### src/core/twi_master_regs.vh
`ifndef TWI_MASTER_REGS_VH
`define TWI_MASTER_REGS_VH

// register byte offsets
`define OFF_CONTROL      12'h000
`define OFF_MODE         12'h004
`define OFF_CLOCK        12'h010
`define OFF_STATUS       12'h020
`define OFF_INT_ENABLE   12'h024
`define OFF_INT_CLEAR    12'h028
`define OFF_TRANSMIT     12'h034
`define OFF_RECEIVE      12'h030

// control word bits
`define CTL_START        0
`define CTL_STOP         1
`define CTL_MASTER_EN    2
`define CTL_MASTER_DIS   3
`define CTL_SOFT_RESET   7

// mode word fields
`define MODE_READ        12
`define MODE_ADDR_LO     16
`define MODE_ADDR_HI     22

// clock word fields
`define CLK_LOW_LO       0
`define CLK_LOW_HI       7
`define CLK_HIGH_LO      8
`define CLK_HIGH_HI      15
`define CLK_EXP_LO       16
`define CLK_EXP_HI       18

// status word bits
`define ST_COMPLETE      0
`define ST_RX_READY      1
`define ST_TX_READY      2
`define ST_NOT_ACKNOWLEDGED_FLAG          8

// event status bits
`define EV_COMPLETE      0
`define EV_NOT_ACKNOWLEDGED_FLAG          1
`define EV_RX_READY      2

// reset values and limits
`define CLOCK_RESET      32'h0000_0404
`define DIVIDER_LIMIT    8191

`endif

### src/core/two_wire_master_controller.v
`timescale 1ns/10ps
`include "twi_master_regs.vh"

//Contract
// software keeps each clock divider times two to the exponent at or below 8191.
// writing the master-disable bit as one freezes any transfer at once.
// disabling leaves transfer-complete and transmit-ready flags unchanged.
// software waits for the transfer end and masks interrupts before disabling.
// a status read between a not-acknowledge and transfer-complete loses the not_acknowledged_flag flag.
// transfer-complete and not_acknowledged_flag set together; a status read clears not_acknowledged_flag.
// software learns of completion by interrupt and does not poll during a transfer.
// the receive word loads on every data byte, so a transmit byte overwrites it.
// that overwrite raises neither receive-ready nor receive-overrun.
// software reads a received byte before transmitting new data.
// a software reset during a frame with the clock low blocks all later transfers.
// clock low and high phases are the dividers times two to the exponent.
module two_wire_master_controller (
    input  wire        sys_clk,
    input  wire        rst_n,
    input  wire        psel,
    input  wire        penable,
    input  wire        pwrite,
    input  wire [11:0] paddr,
    input  wire [31:0] pwdata,
    output reg  [31:0] prdata,
    output reg         pready,
    output reg         pslverr,
    input  wire        scl_in,
    output reg         scl_out,
    output reg         scl_oe,
    input  wire        sda_in,
    output reg         sda_out,
    output reg         sda_oe,
    output reg         irq
);

    localparam [2:0] ST_IDLE  = 3'h0;
    localparam [2:0] ST_START = 3'h1;
    localparam [2:0] ST_BIT   = 3'h2;
    localparam [2:0] ST_ACK   = 3'h3;
    localparam [2:0] ST_STOP  = 3'h4;
    localparam [2:0] ST_STUCK = 3'h5;

    reg        master_enabled;
    reg        read_mode;
    reg [6:0]  slave_addr;
    reg [31:0] clock_cfg;
    reg [7:0]  tx_data;
    reg [7:0]  receive_holding_word;
    reg        transfer_complete_flag;
    reg        transmit_ready_flag;
    reg        receive_ready_flag;
    reg        not_acknowledged_flag;
    reg        not_acknowledged_flag_pending;
    reg        stop_request;
    reg [2:0]  event_status;
    reg [2:0]  event_enable;
    reg [2:0]  state;
    reg [3:0]  bit_cnt;
    reg        addr_phase;
    reg [7:0]  shift;
    reg        phase_high;
    reg [15:0] phase_cnt;
    reg        scl_meta;
    reg        scl_sync;
    reg        sda_meta;
    reg        sda_sync;

    wire       access    = psel & penable;
    wire       wr        = access & pwrite;
    wire       rd        = access & ~pwrite;
    wire       ctl_wr    = wr & (paddr == `OFF_CONTROL);
    wire       status_rd = rd & (paddr == `OFF_STATUS);
    wire       tx_wr     = wr & (paddr == `OFF_TRANSMIT);
    wire       rx_rd     = rd & (paddr == `OFF_RECEIVE);
    wire       freeze    = ctl_wr & pwdata[`CTL_MASTER_DIS];
    wire       soft_rst  = ctl_wr & pwdata[`CTL_SOFT_RESET];
    wire [7:0] clk_low   = clock_cfg[`CLK_LOW_HI:`CLK_LOW_LO];
    wire [7:0] clk_high  = clock_cfg[`CLK_HIGH_HI:`CLK_HIGH_LO];
    wire [2:0] clk_exp   = clock_cfg[`CLK_EXP_HI:`CLK_EXP_LO];
    wire       mapped    = (paddr == `OFF_CONTROL) | (paddr == `OFF_MODE) |
                           (paddr == `OFF_CLOCK) | (paddr == `OFF_STATUS) |
                           (paddr == `OFF_INT_ENABLE) | (paddr == `OFF_INT_CLEAR) |
                           (paddr == `OFF_TRANSMIT) | (paddr == `OFF_RECEIVE);

    reg [15:0] phase_len;
    reg [31:0] next_prdata;
    reg [2:0]  next_event;

    // phase length is divider shifted by exponent, zero divider still gives one cycle
    always @* begin
        if (phase_high)
            phase_len = {8'h00, clk_high} << clk_exp;
        else
            phase_len = {8'h00, clk_low} << clk_exp;
        if (phase_len == 16'h0000)
            phase_len = 16'h0001;
    end

    wire phase_done = (phase_cnt + 16'h0001 >= phase_len);
    // the clock only advances once the line really shows the level we released
    wire line_ok    = phase_high ? scl_sync : 1'b1;
    wire tick       = phase_done & line_ok;
    wire running    = (state != ST_IDLE) && (state != ST_STUCK);

    always @* begin
        next_prdata = 32'h0000_0000;
        case (paddr)
            `OFF_MODE:       next_prdata = {9'h000, slave_addr, 3'h0, read_mode, 12'h000};
            `OFF_CLOCK:      next_prdata = clock_cfg;
            `OFF_STATUS: begin
                next_prdata[`ST_COMPLETE] = transfer_complete_flag;
                next_prdata[`ST_RX_READY] = receive_ready_flag;
                next_prdata[`ST_TX_READY] = transmit_ready_flag;
                next_prdata[`ST_NOT_ACKNOWLEDGED_FLAG]     = not_acknowledged_flag;
            end
            `OFF_INT_ENABLE: next_prdata = {29'h0000_0000, event_enable};
            `OFF_RECEIVE:    next_prdata = {24'h00_0000, receive_holding_word};
            default:         next_prdata = 32'h0000_0000;
        endcase
    end

    // two flops on each pin before anything looks at it
    always @(posedge sys_clk) begin
        if (!rst_n) begin
            scl_meta <= 1'b1;
            scl_sync <= 1'b1;
            sda_meta <= 1'b1;
            sda_sync <= 1'b1;
        end else begin
            scl_meta <= scl_in;
            scl_sync <= scl_meta;
            sda_meta <= sda_in;
            sda_sync <= sda_meta;
        end
    end

    // apb answers in the first access cycle
    always @(posedge sys_clk) begin
        if (!rst_n) begin
            prdata  <= 32'h0000_0000;
            pready  <= 1'b0;
            pslverr <= 1'b0;
        end else begin
            pready  <= psel & ~penable;
            pslverr <= psel & ~penable & ~mapped;
            prdata  <= (psel & ~penable & ~pwrite) ? next_prdata : 32'h0000_0000;
        end
    end

    always @(posedge sys_clk) begin
        if (!rst_n) begin
            master_enabled         <= 1'b0;
            read_mode              <= 1'b0;
            slave_addr             <= 7'h00;
            clock_cfg              <= `CLOCK_RESET;
            tx_data                <= 8'h00;
            receive_holding_word   <= 8'h00;
            transfer_complete_flag <= 1'b1;
            transmit_ready_flag    <= 1'b1;
            receive_ready_flag     <= 1'b0;
            not_acknowledged_flag  <= 1'b0;
            not_acknowledged_flag_pending           <= 1'b0;
            stop_request           <= 1'b0;
            event_enable           <= 3'h0;
            state                  <= ST_IDLE;
            bit_cnt                <= 4'h0;
            addr_phase             <= 1'b0;
            shift                  <= 8'h00;
            phase_high             <= 1'b1;
            phase_cnt              <= 16'h0000;
            scl_out                <= 1'b1;
            scl_oe                 <= 1'b0;
            sda_out                <= 1'b1;
            sda_oe                 <= 1'b0;
        end else if (soft_rst) begin
            master_enabled <= 1'b0;
            read_mode      <= 1'b0;
            slave_addr     <= 7'h00;
            clock_cfg      <= `CLOCK_RESET;
            event_enable   <= 3'h0;
            not_acknowledged_flag_pending   <= 1'b0;
            stop_request   <= 1'b0;
            // a reset taken with the clock held low leaves the engine wedged
            if (running && !scl_out)
                state <= ST_STUCK;
            else if (state != ST_STUCK)
                state <= ST_IDLE;
            scl_oe  <= 1'b0;
            sda_oe  <= 1'b0;
            scl_out <= 1'b1;
            sda_out <= 1'b1;
        end else begin
            if (ctl_wr && pwdata[`CTL_MASTER_EN])
                master_enabled <= 1'b1;
            // disable only drops the enable, flags keep their values
            if (freeze)
                master_enabled <= 1'b0;
            if (wr && paddr == `OFF_MODE) begin
                read_mode  <= pwdata[`MODE_READ];
                slave_addr <= pwdata[`MODE_ADDR_HI:`MODE_ADDR_LO];
            end
            if (wr && paddr == `OFF_CLOCK)
                clock_cfg <= pwdata;
            if (wr && paddr == `OFF_INT_ENABLE)
                event_enable <= pwdata[2:0];
            if (ctl_wr && pwdata[`CTL_STOP])
                stop_request <= 1'b1;
            if (tx_wr) begin
                tx_data             <= pwdata[7:0];
                transmit_ready_flag <= 1'b0;
            end
            if (rx_rd)
                receive_ready_flag <= 1'b0;
            // a status read both clears the flag and cancels a pending not_acknowledged_flag
            if (status_rd) begin
                not_acknowledged_flag <= 1'b0;
                not_acknowledged_flag_pending          <= 1'b0;
            end

            if (freeze) begin
                // frozen mid-frame: pins and counters hold where they are
                state <= state;
            end else if (state != ST_IDLE && state != ST_STUCK && master_enabled) begin
                phase_cnt <= tick ? 16'h0000 : phase_cnt + 16'h0001;
            end

            if (!freeze && master_enabled) begin
                case (state)
                    ST_IDLE: begin
                        if (ctl_wr && pwdata[`CTL_START]) begin
                            state                  <= ST_START;
                            transfer_complete_flag <= 1'b0;
                            sda_oe                 <= 1'b1;
                            sda_out                <= 1'b0;
                            phase_high             <= 1'b1;
                            phase_cnt              <= 16'h0000;
                            // a stop written with the start is kept, an older one is dropped
                            stop_request           <= pwdata[`CTL_STOP];
                        end
                    end
                    ST_START: begin
                        if (tick) begin
                            state      <= ST_BIT;
                            addr_phase <= 1'b1;
                            shift      <= {slave_addr, read_mode};
                            bit_cnt    <= 4'h0;
                            scl_oe     <= 1'b1;
                            scl_out    <= 1'b0;
                            phase_high <= 1'b0;
                        end
                    end
                    ST_BIT, ST_ACK: begin
                        // data moves one cycle into the low phase, clear of both clock edges
                        if (!phase_high && phase_cnt == 16'h0000) begin
                            if (state == ST_BIT)
                                sda_oe <= ~(read_mode & ~addr_phase) & ~shift[7];
                            else
                                sda_oe <= read_mode & ~addr_phase & ~stop_request;
                            sda_out <= 1'b0;
                        end
                        if (tick && !phase_high) begin
                            scl_oe     <= 1'b0;
                            scl_out    <= 1'b1;
                            phase_high <= 1'b1;
                        end else if (tick) begin
                            scl_oe     <= 1'b1;
                            scl_out    <= 1'b0;
                            phase_high <= 1'b0;
                            if (state == ST_BIT) begin
                                shift   <= {shift[6:0], sda_sync};
                                bit_cnt <= bit_cnt + 4'h1;
                                if (bit_cnt == 4'h7)
                                    state <= ST_ACK;
                            end else begin
                                // the holding word loads whatever the direction was
                                if (!addr_phase) begin
                                    receive_holding_word <= shift;
                                    if (read_mode)
                                        receive_ready_flag <= 1'b1;
                                end
                                if (!read_mode || addr_phase) begin
                                    if (sda_sync) begin
                                        not_acknowledged_flag_pending <= 1'b1;
                                        state        <= ST_STOP;
                                    end else if (stop_request && !addr_phase) begin
                                        state <= ST_STOP;
                                    end else begin
                                        state               <= ST_BIT;
                                        shift               <= read_mode ? 8'hff : tx_data;
                                        transmit_ready_flag <= 1'b1;
                                    end
                                end else if (stop_request) begin
                                    state <= ST_STOP;
                                end else begin
                                    state <= ST_BIT;
                                    shift <= 8'hff;
                                end
                                addr_phase <= 1'b0;
                                bit_cnt    <= 4'h0;
                            end
                        end
                    end
                    ST_STOP: begin
                        if (!phase_high && phase_cnt == 16'h0000) begin
                            sda_oe  <= 1'b1;
                            sda_out <= 1'b0;
                        end
                        if (tick && !phase_high) begin
                            scl_oe     <= 1'b0;
                            scl_out    <= 1'b1;
                            phase_high <= 1'b1;
                        end else if (tick) begin
                            sda_oe                 <= 1'b0;
                            sda_out                <= 1'b1;
                            state                  <= ST_IDLE;
                            stop_request           <= 1'b0;
                            transfer_complete_flag <= 1'b1;
                            // not_acknowledged_flag rises with complete unless a status read wiped it
                            if (not_acknowledged_flag_pending && !status_rd)
                                not_acknowledged_flag <= 1'b1;
                            not_acknowledged_flag_pending <= 1'b0;
                        end
                    end
                    ST_STUCK: state <= ST_STUCK;
                    default:  state <= ST_IDLE;
                endcase
            end
        end
    end

    // event bits follow the rising status flags; set wins over clear
    always @* begin
        next_event = event_status;
        if (wr && paddr == `OFF_INT_CLEAR)
            next_event = next_event & ~pwdata[2:0];
        if (state == ST_STOP && tick && phase_high && master_enabled && !freeze &&
            !soft_rst) begin
            next_event[`EV_COMPLETE] = 1'b1;
            if (not_acknowledged_flag_pending && !status_rd)
                next_event[`EV_NOT_ACKNOWLEDGED_FLAG] = 1'b1;
        end
        if (state == ST_ACK && tick && phase_high && read_mode && !addr_phase &&
            master_enabled && !freeze && !soft_rst)
            next_event[`EV_RX_READY] = 1'b1;
    end

    always @(posedge sys_clk) begin
        if (!rst_n) begin
            event_status <= 3'h0;
            irq          <= 1'b0;
        end else begin
            event_status <= next_event;
            irq          <= |(next_event & event_enable);
        end
    end

endmodule

### config.mk
export PLATFORM = sky130hd
export DESIGN_NAME = two_wire_master_controller
export DESIGN_NICKNAME = d
export VERILOG_FILES = /design/src/core/two_wire_master_controller.v
export VERILOG_INCLUDE_DIRS = /design/src /design/src/core
export SDC_FILE = /design/constraint.sdc
export NUM_CORES = 1
export LEC_CHECK = 0
export BUFFER_PORTS_ARGS = -buffer_cell sky130_fd_sc_hd__buf_2
export CORE_MARGIN = 3
export CORE_UTILIZATION = 51
export DETAILED_ROUTE_END_ITERATION = 8
export PLACE_DENSITY = 0.79
export REMOVE_ABC_BUFFERS = 1
export SLEW_MARGIN = 5
export SYNTH_ARGS = -nofsm -noshare
export SYNTH_HDL_FRONTEND = slang
export SYNTH_SLANG_ARGS = --single-unit
### constraint.sdc
create_clock -name sys_clk -period 10.05 [get_ports sys_clk]
set_input_delay 0.5025 -clock sys_clk [delete_from_list [all_inputs] [get_ports sys_clk]]
set_output_delay 0.5025 -clock sys_clk [all_outputs]
set_load 0.01 [all_outputs]
==> out/metrics.yaml, run 1 <==
path_clk_slew_ps: 60
peakVddDrop_v: 0.000125
tightest_slew_ps: 1160
outcome: "completed"
nNetsFinal: 969
cts.sinks: 145
preCtsSetupSlack_ps: 3700
setup-violations-final: 0
finalNonFillerCells: 1087
grt_usage_pct: 25.6
relSlewSlack_pct: 21.8
tritoncts: "built"
cp_max_fo: 16
rsz0062_at_grt: "false"
max_cap_viol_count: 0
synth_top_area_share_pct: 41.1
mostFrequentLayoutCells: "dfxtp_1, nand2_1, nor2_1"
drive_above_1_share_pct: 18.2
drcViolationCount: 0
yosys_warnings: 0
min_period_ps: 6460
drtIter0Drc: 780
syn_area_per_cell_um2: 8.46
critPathCaptureType: "register"
synth_edf_count: 0
grt_pass1_wl_mm: 31.2
synth_seq_cells: 145
cp_cell_sequence: "mux4_2 -> mux2i_1 -> nand2_1 -> o21ai_0 -> and4_1 -> nand3_1 -> o31ai_1 -> ha_1 -> or3b_2 -> o2111ai_1 -> a31o_2 -> a2111oi_2 -> o21ai_2 -> inv_1 -> ha_1 -> a2111oi_0 -> nor3b_2 -> nor2_1 -> a311oi_1"
fin_skew_ps: 12.9
fp.dieH_um: 124
core_um2: 13400
antenna_found_initial: 0
start_util_pct: 52.7
gp_congestion: 0.939
required_ps: 10370
dr.pass1.iters: 5
crit_top_cell: "ha_1"
numPortBuffers: 89
setup_ws_ps: 3590
dp_cells: 1055
async_reset_ff_share_pct: 0
chipWidth_um: 124
grt_pass1_vias: 6277
powerDensity_nw_per_um2: 163
routedWlPerCell_um: 17.9
grt_max_degree: 48
nFillCells: 1141
hold_viol: 0
clkLatencyLatePin_ps: 430
clock.fmax_mhz: 155
worstPathArrival_ps: 6780
cpPeakStageDelay_ps: 870
fp-row-count: 42
via_per_inst: 6.06
min_path_type: "input port to register"
postCtsHoldBufs: 0
diodes: 0
postRouteAntennaNets: 0
io_pins: 90
period_share_pct: 64.2
slowest_stage: "nor3b_2"
tns_ps: 0
cts_root_buf: "clkbuf_16"
synthDominantAreaCellType: "dfxtp_1"
synth_area_leaders: "dfxtp_1, nand2_1, nor2_1"
power_leakage_nw: 3.13
cts_resized: 0
seq_area_frac_synth_pct: 41.1
cp-start-kind: "register"
dieArea_um2: 15300
power.total_w: 0.00134
final_core_util_pct: 61.2
area_delta_synth_final_pct: 16.3
hpwl_mm: 13.1
synthCells: 834
path_class: "register to register"
cts_buffer_depth: 2
vias: 6590
wl_mm: 19.5
syn_area_um2: 7060
yosysUniqueCellTypes: 73
finalMaxSlewViolations: 0
ys.flop_type: "dfxtp_1"
cts-htree-levels: 4
cts_buffers: 17
layout_commonest_cell: "dfxtp_1"
post_cts_buffers: 0
grt-ovfl-total: 0
[layer usage]
layer	GRT usage, %	vias up	share of wire [%]
met5	0	-	0
met4	8.65	0	2.3
met3	7.77	46	8.4
met2	39.9	312	47
met1	33.9	3112	42
li1	-	3120	-
[where the power goes]
part	total [W]	internal, W	leakage (nW)	switching [W]
Sequential	0.000576	0.000576	1.17	0.000000474
Combinational	0.0000323	0.0000111	1.63	0.0000212
Clock	0.000732	0.000471	0.328	0.000261
Total	0.00134	0.00106	3.13	0.000283
[synth_stat cells (all sizes together), types with 2 or more instances]
cell type and n:
nand3b 4, nor4b 2, ha 20, o21ai 26, or2 5, or3b 2, a21o 4, xor2 4
nand2 128, buf 14, mux4 7, dfxtp 145, nor2b 6, nor2 90, a31o 2, a21boi 2
a21oi 63, inv 15, a22o 2, xnor2 9, o211ai 3, o21a 4, a31oi 9, nand3 28
o221ai 8, or4 3, a311oi 8, mux2i 24, a22oi 37, and2 19, nor4 9, nand4b 4
clkbuf 40, a2111oi 3, and4 4, o31ai 2, nor3b 3, nor3 15, or3 8, a211oi 6
o32ai 2, nand2b 10, a32oi 3, and3 10, nand4 11
[area by class of cell]
type	instances	area [um^2]	share of cell area [%]
Sequential cell	145	2900	35.4
Multi-Input combinational cell	619	3820	46.6
Clock inverter	14	251	3.07
Timing Repair Buffer	99	520	6.34
Inverter	16	60.1	0.732
Tap cell	176	220	2.68
Clock buffer	18	429	5.23
[cells by family (layout without fill, tap and decap cells)]
family / after synthesis / count (layout) / share of synthesized area (%)
DFF: 145 / 145 / 41.1
and+or+nand+nor: 364 / 364 / 25.2
AOI/OAI and AO/OA: 190 / 190 / 17.8
xor gates and xnor gates: 13 / 13 / 1.61
muxes: 32 / 32 / 5.80
buffers and inverters: 70 / 147 / 4.89
adders and majority gates: 20 / 20 / 3.55
[path summary, 6_finish.rpt]
path | from | end | slack (ps) | cells after the start
setup / recovery | phase_high | shift[1] | 3590 | 19
hold / removal | sda_in | sda_meta | 260 | 2
setup reg to reg | phase_high | shift[1] | 3590 | 19
hold reg to reg | sda_meta | sda_sync | 410 | 1
[through the flow]
step           hold WS [ps]  area [um^2]
5_1_grt                 268         8200
4_1_cts                 257         8200
2_1_floorplan           386         6770
3_3_place_gp            389         7520
3_5_place_dp            393         7520
6_report                263         8200
[critical path: cells and delay by family (launching register included)]
kind                     cells  cell delay [ps]
flip-flops                   1              850
AO/OA/AOI/OAI                8             2200
buffers and inverters        1               90
multiplexers                 2              810
adder cells (fa/ha/maj)      2              570
AND/OR/NAND/NOR              6             1820
[flip-flops by register name, summed over array words and instances, names as in the netlist, 3 cells and up]
name	cells
event_status	3
event_enable	3
tx_data	8
prdata	32
state	3
phase_cnt	16
receive_holding_word	8
slave_addr	7
bit_cnt	4
shift	8
clock_cfg	32
(Power assumes the default switching activity.)
==> run 2, diff against run 1 <==
PLACE_DENSITY = 0.81   (was 0.79)
clock period = 5.5 ns   (was 10.05 ns; I/O delays follow)
==> out/metrics.yaml, run 2 (synthesis results as in run 1) <==
hpwl_mm: 12.9
grt_usage_pct: 25.1
tns_ps: 0
critPathTopFamily: "compound AO/OA/AOI/OAI gates"
cp_max_fo: 9
clock.fmax_mhz: 194
diodes: 0
vias: 6504
area_delta_synth_final_pct: 15.8
chipWidth_um: 124
cp-start-kind: "register"
fp-row-count: 42
postCtsHoldBufs: 0
io_pins: 90
fin_skew_ps: 10.6
cts.sinks: 145
tightest_slew_ps: 1310
crit_cells: 20
peakVddDrop_v: 0.000220
r2r_cells: 20
cts-htree-levels: 4
relSlewSlack_pct: 12.0
finalMaxSlewViolations: 0
multi_input_area_um2: 3820
grt-ovfl-total: 0
antenna_found_initial: 0
layout_commonest_cell: "dfxtp_1"
tritoncts: "built"
regArea_um2: 2900
slowest_stage: "mux4_2"
routedWlPerCell_um: 17.3
cp_cell_sequence: "buf_4 -> mux4_2 -> mux2i_1 -> nor2_1 -> a31oi_1 -> nand4_1 -> o31ai_1 -> ha_1 -> or3b_2 -> o2111ai_1 -> a31o_2 -> a2111oi_2 -> o21ai_2 -> inv_1 -> ha_1 -> a2111oi_2 -> o211ai_1 -> or2_2 -> or3b_2 -> a21oi_1"
top_regs: "clock_cfg (32), prdata (32), phase_cnt (16)"
grt_max_degree: 43
core_um2: 13400
period_share_pct: 93.8
setup-violations-final: 0
drcViolationCount: 0
numPortBuffers: 89
start_util_pct: 52.7
cts_root_buf: "clkbuf_16"
via_per_inst: 5.96
path_buf_inv: 2
nNetsFinal: 974
power.total_w: 0.00230
drtIter0Drc: 798
path_clk_slew_ps: 60
critPathCaptureType: "register"
worstPathArrival_ps: 5510
min_period_ps: 5160
outcome: "completed"
path_class: "register to register"
required_ps: 5850
wl_mm: 18.9
postRouteAntennaNets: 0
cpPeakStageDelay_ps: 520
rsz0062_at_grt: "false"
power_leakage_nw: 3.12
hold_viol: 0
clkLatencyLatePin_ps: 420
dr.pass1.iters: 6
dieArea_um2: 15300
grt_pass1_wl_mm: 30.1
nFillCells: 1155
max_cap_viol_count: 0
grt_pass1_vias: 6071
timing.hold.ws_ps: 36.5
hold-path-cell-count: 2
fp.dieH_um: 124
mostFrequentLayoutCells: "dfxtp_1, nand2_1, nor2_1"
min_path_type: "input port to register"
final_core_util_pct: 61.0
gp_congestion: 0.924
powerDensity_nw_per_um2: 281
cts_buffers: 17
cts_buffer_depth: 2
drive_above_1_share_pct: 18.8
## run 2: worst paths after layout
| check | startpoint | to | slack, ps |
|---|---|---|---|
| max | phase_high | bit_cnt[2] | 340 |
| min | scl_in | scl_meta | 40 |
| max reg2reg | phase_high | bit_cnt[2] | 340 |
| min reg2reg | scl_meta | scl_sync | 400 |
## run 2: per-stage QoR
step / setup slack (ps) / area, um^2 / cells
6_report: 344 / 8170 / 1092
3_3_place_gp: 275 / 7560 / 1060
5_1_grt: 42.1 / 8170 / 1092
4_1_cts: 13.1 / 8170 / 1092
2_1_floorplan: -88.8 / 6770 / 780
3_5_place_dp: 89.7 / 7560 / 1060
## run 2: final cells by class
cell class / count / area share [%]
repair buffers: 104 / 6.83
multi-input cells: 619 / 46.8
well taps: 176 / 2.69
flip-flops and latches: 145 / 35.5
clock inverters: 14 / 2.20
clock buffers: 18 / 5.25
inverters: 16 / 0.735
## run 2: report_power, final
group / total, W / switching (W) / internal (W)
registers: 0.00105 / 0.000000869 / 0.00105
clock network: 0.00119 / 0.000469 / 0.000720
logic: 0.0000581 / 0.0000379 / 0.0000202
## run 2: what timing repair did
action / CTS / global route
resized for setup: 0 / 3
endpoints found under the setup margin: 0 / 11
buffers inserted: 0 / 0
## run 2: routing by layer
metal / share of wire [%] / vias to the layer above / global-route usage [%]
li1: - / 3116 / -
met1: 43 / 3082 / 33.4
met2: 48 / 263 / 40.1
met3: 6.9 / 43 / 5.27
met4: 2.2 / 0 / 9.76
met5: 0 / - / 0
==> run 3, diff against run 2 <==
CELL_PAD_IN_SITES_DETAIL_PLACEMENT = 1   (was unset)
CELL_PAD_IN_SITES_GLOBAL_PLACEMENT = 1   (was unset)
CORE_UTILIZATION = 39   (was 51)
PLACE_DENSITY = 0.82   (was 0.81)
==> out/metrics.yaml, run 3 (synthesis results as in run 1) <==
fin_area_um2: 8250
layout_commonest_cell: "dfxtp_1"
nFillCells: 2095
core_um2: 17500
critPathTopFamily: "compound AO/OA/AOI/OAI gates"
rrSetupSlack_ps: 400
cp-start-kind: "register"
vias: 6638
grt_pass1_vias: 6834
timing.hold.ws_ps: 39.5
hpwl_mm: 15.4
rsz0062_at_grt: "false"
tns_ps: 0
power_leakage_nw: 3.11
fin_skew_ps: 12.7
r2r-end: "bit_cnt[2]"
use_met3_pct: 5.09
path_buf_inv: 2
use_met2_pct: 37.0
cpPeakStageDelay_ps: 510
setup-violations-final: 0
hold-path-cell-count: 2
numPortBuffers: 89
dr.pass1.iters: 6
tritoncts: "built"
diodes: 0
postCtsHoldBufs: 0
postRouteAntennaNets: 0
grt_pass1_wl_mm: 35.7
worstPathArrival_ps: 5450
cp_cell_sequence: "buf_4 -> mux4_2 -> mux2i_1 -> nor2_1 -> a31oi_2 -> nand4_1 -> o31ai_1 -> ha_1 -> or3b_2 -> o2111ai_1 -> a31o_2 -> a2111oi_2 -> o21ai_2 -> inv_1 -> ha_1 -> a2111oi_2 -> o211ai_1 -> or2_2 -> or3b_2 -> a21oi_1"
fp-row-count: 48
peakVddDrop_v: 0.000230
power.total_w: 0.00223
grt-ovfl-total: 0
fp.dieH_um: 141
nNetsFinal: 980
min_period_ps: 5100
top_regs: "clock_cfg (32), prdata (32), phase_cnt (16)"
cts.sinks: 145
start_util_pct: 40.4
drtIter0Drc: 542
drcViolationCount: 0
path_clk_slew_ps: 60
io_pins: 90
wl_mm: 21.7
grt_usage_pct: 22.3
r2r_start: "phase_high"
routedWlPerCell_um: 18.9
clkLatencyLatePin_ps: 420
hold_start: "scl_in"
path_class: "register to register"
critPathCaptureType: "register"
chipWidth_um: 141
cts_resized: 0
cts_buffer_depth: 2
crit_cells: 20
relSlewSlack_pct: 17.1
period_share_pct: 92.7
grt_max_degree: 40
tightest_slew_ps: 1230
grt.busiest_layer: "met2"
clock.fmax_mhz: 196
dieArea_um2: 19700
gp_congestion: 0.881
post_cts_buffers: 0
r2r_cells: 20
area_delta_synth_final_pct: 16.8
dpl_cell_area_um2: 7660
antenna_found_initial: 1
cts_buffers: 17
whs_endpoint: "scl_meta"
hold_viol: 0
outcome: "completed"
mostFrequentLayoutCells: "dfxtp_1, nand2_1, nor2_1"
grt_use_met1_pct: 29.0
cts_root_buf: "clkbuf_16"
required_ps: 5850
cts-htree-levels: 4
cp_max_fo: 7
finalMaxSlewViolations: 0
min_path_type: "input port to register"
drive_above_1_share_pct: 19.3
max_cap_viol_count: 0
slowest_stage: "mux4_2"
powerDensity_nw_per_um2: 270
via_per_inst: 5.79
run 3: changes by cell type in the layout (fill, tap and decap cells not counted):
cell / previous run / this run
clkinv_1: 1 / 2
clkinvlp_4: 2 / 6
clkinv_4: 5 / 1
clkbuf_8: 0 / 2
dfxtp_4: 0 / 1
bufinv_16: 3 / 1
a31oi_2: 0 / 1
clkbuf_1: 1 / 2
dfxtp_2: 1 / 0
a31oi_1: 9 / 8
inv_6: 3 / 2
inv_1: 14 / 13
buf_4: 15 / 21
run 3: cell type report:
type	instances	area [um^2]	share of cell area, %
Clock buffer	21	460	5.58
Clock inverter	11	106	1.29
Multi-Input combinational cell	619	3830	46.4
Tap cell	225	282	3.41
Sequential cell	145	2910	35.3
Timing Repair Buffer	110	603	7.31
Inverter	16	60.1	0.728
run 3: worst reg2reg max path: stages, from the launching register on:
cell,delay (ps)
dfxtp_4,400
buf_4,160
mux4_2,510
mux2i_1,200
nor2_1,70
a31oi_2,220
nand4_1,120
o31ai_1,260
ha_1,280
or3b_2,480
o2111ai_1,130
a31o_2,200
a2111oi_2,100
o21ai_2,160
inv_1,60
ha_1,210
a2111oi_2,400
o211ai_1,170
or2_2,310
or3b_2,470
a21oi_1,130
run 3: worst max path at each step:
stage                     from          to  slack [ps]
floorplan           phase_high  bit_cnt[2]         -90
global placement    phase_high  bit_cnt[2]         350
detailed placement  phase_high  bit_cnt[2]          90
CTS                 phase_high  bit_cnt[2]          80
global route        phase_high  bit_cnt[2]          30
finish              phase_high  bit_cnt[2]         400
run 3: metal layers:
layer / vias up / wire length, um
li1: 3133 / -
met1: 3284 / 9930
met2: 189 / 10400
met3: 30 / 1020
met4: 2 / 340
met5: - / 7
run 3: power by group:
group	leakage (nW)	internal [W]	switching, W
registers	1.17	0.00105	0.000000953
logic	1.68	0.0000202	0.0000405
clock network	0.258	0.000649	0.000466
total	3.11	0.00172	0.000507
run 3: stage by stage:
step	setup slack [ps]	util [%]	std cells
final	399	47.2	1147
after global routing	32.2	47.2	1147
after CTS	84.3	47.1	1147
after detailed placement	85.9	43.8	1115
after global placement	351	43.8	1115
after floorplan	-88.8	-	780
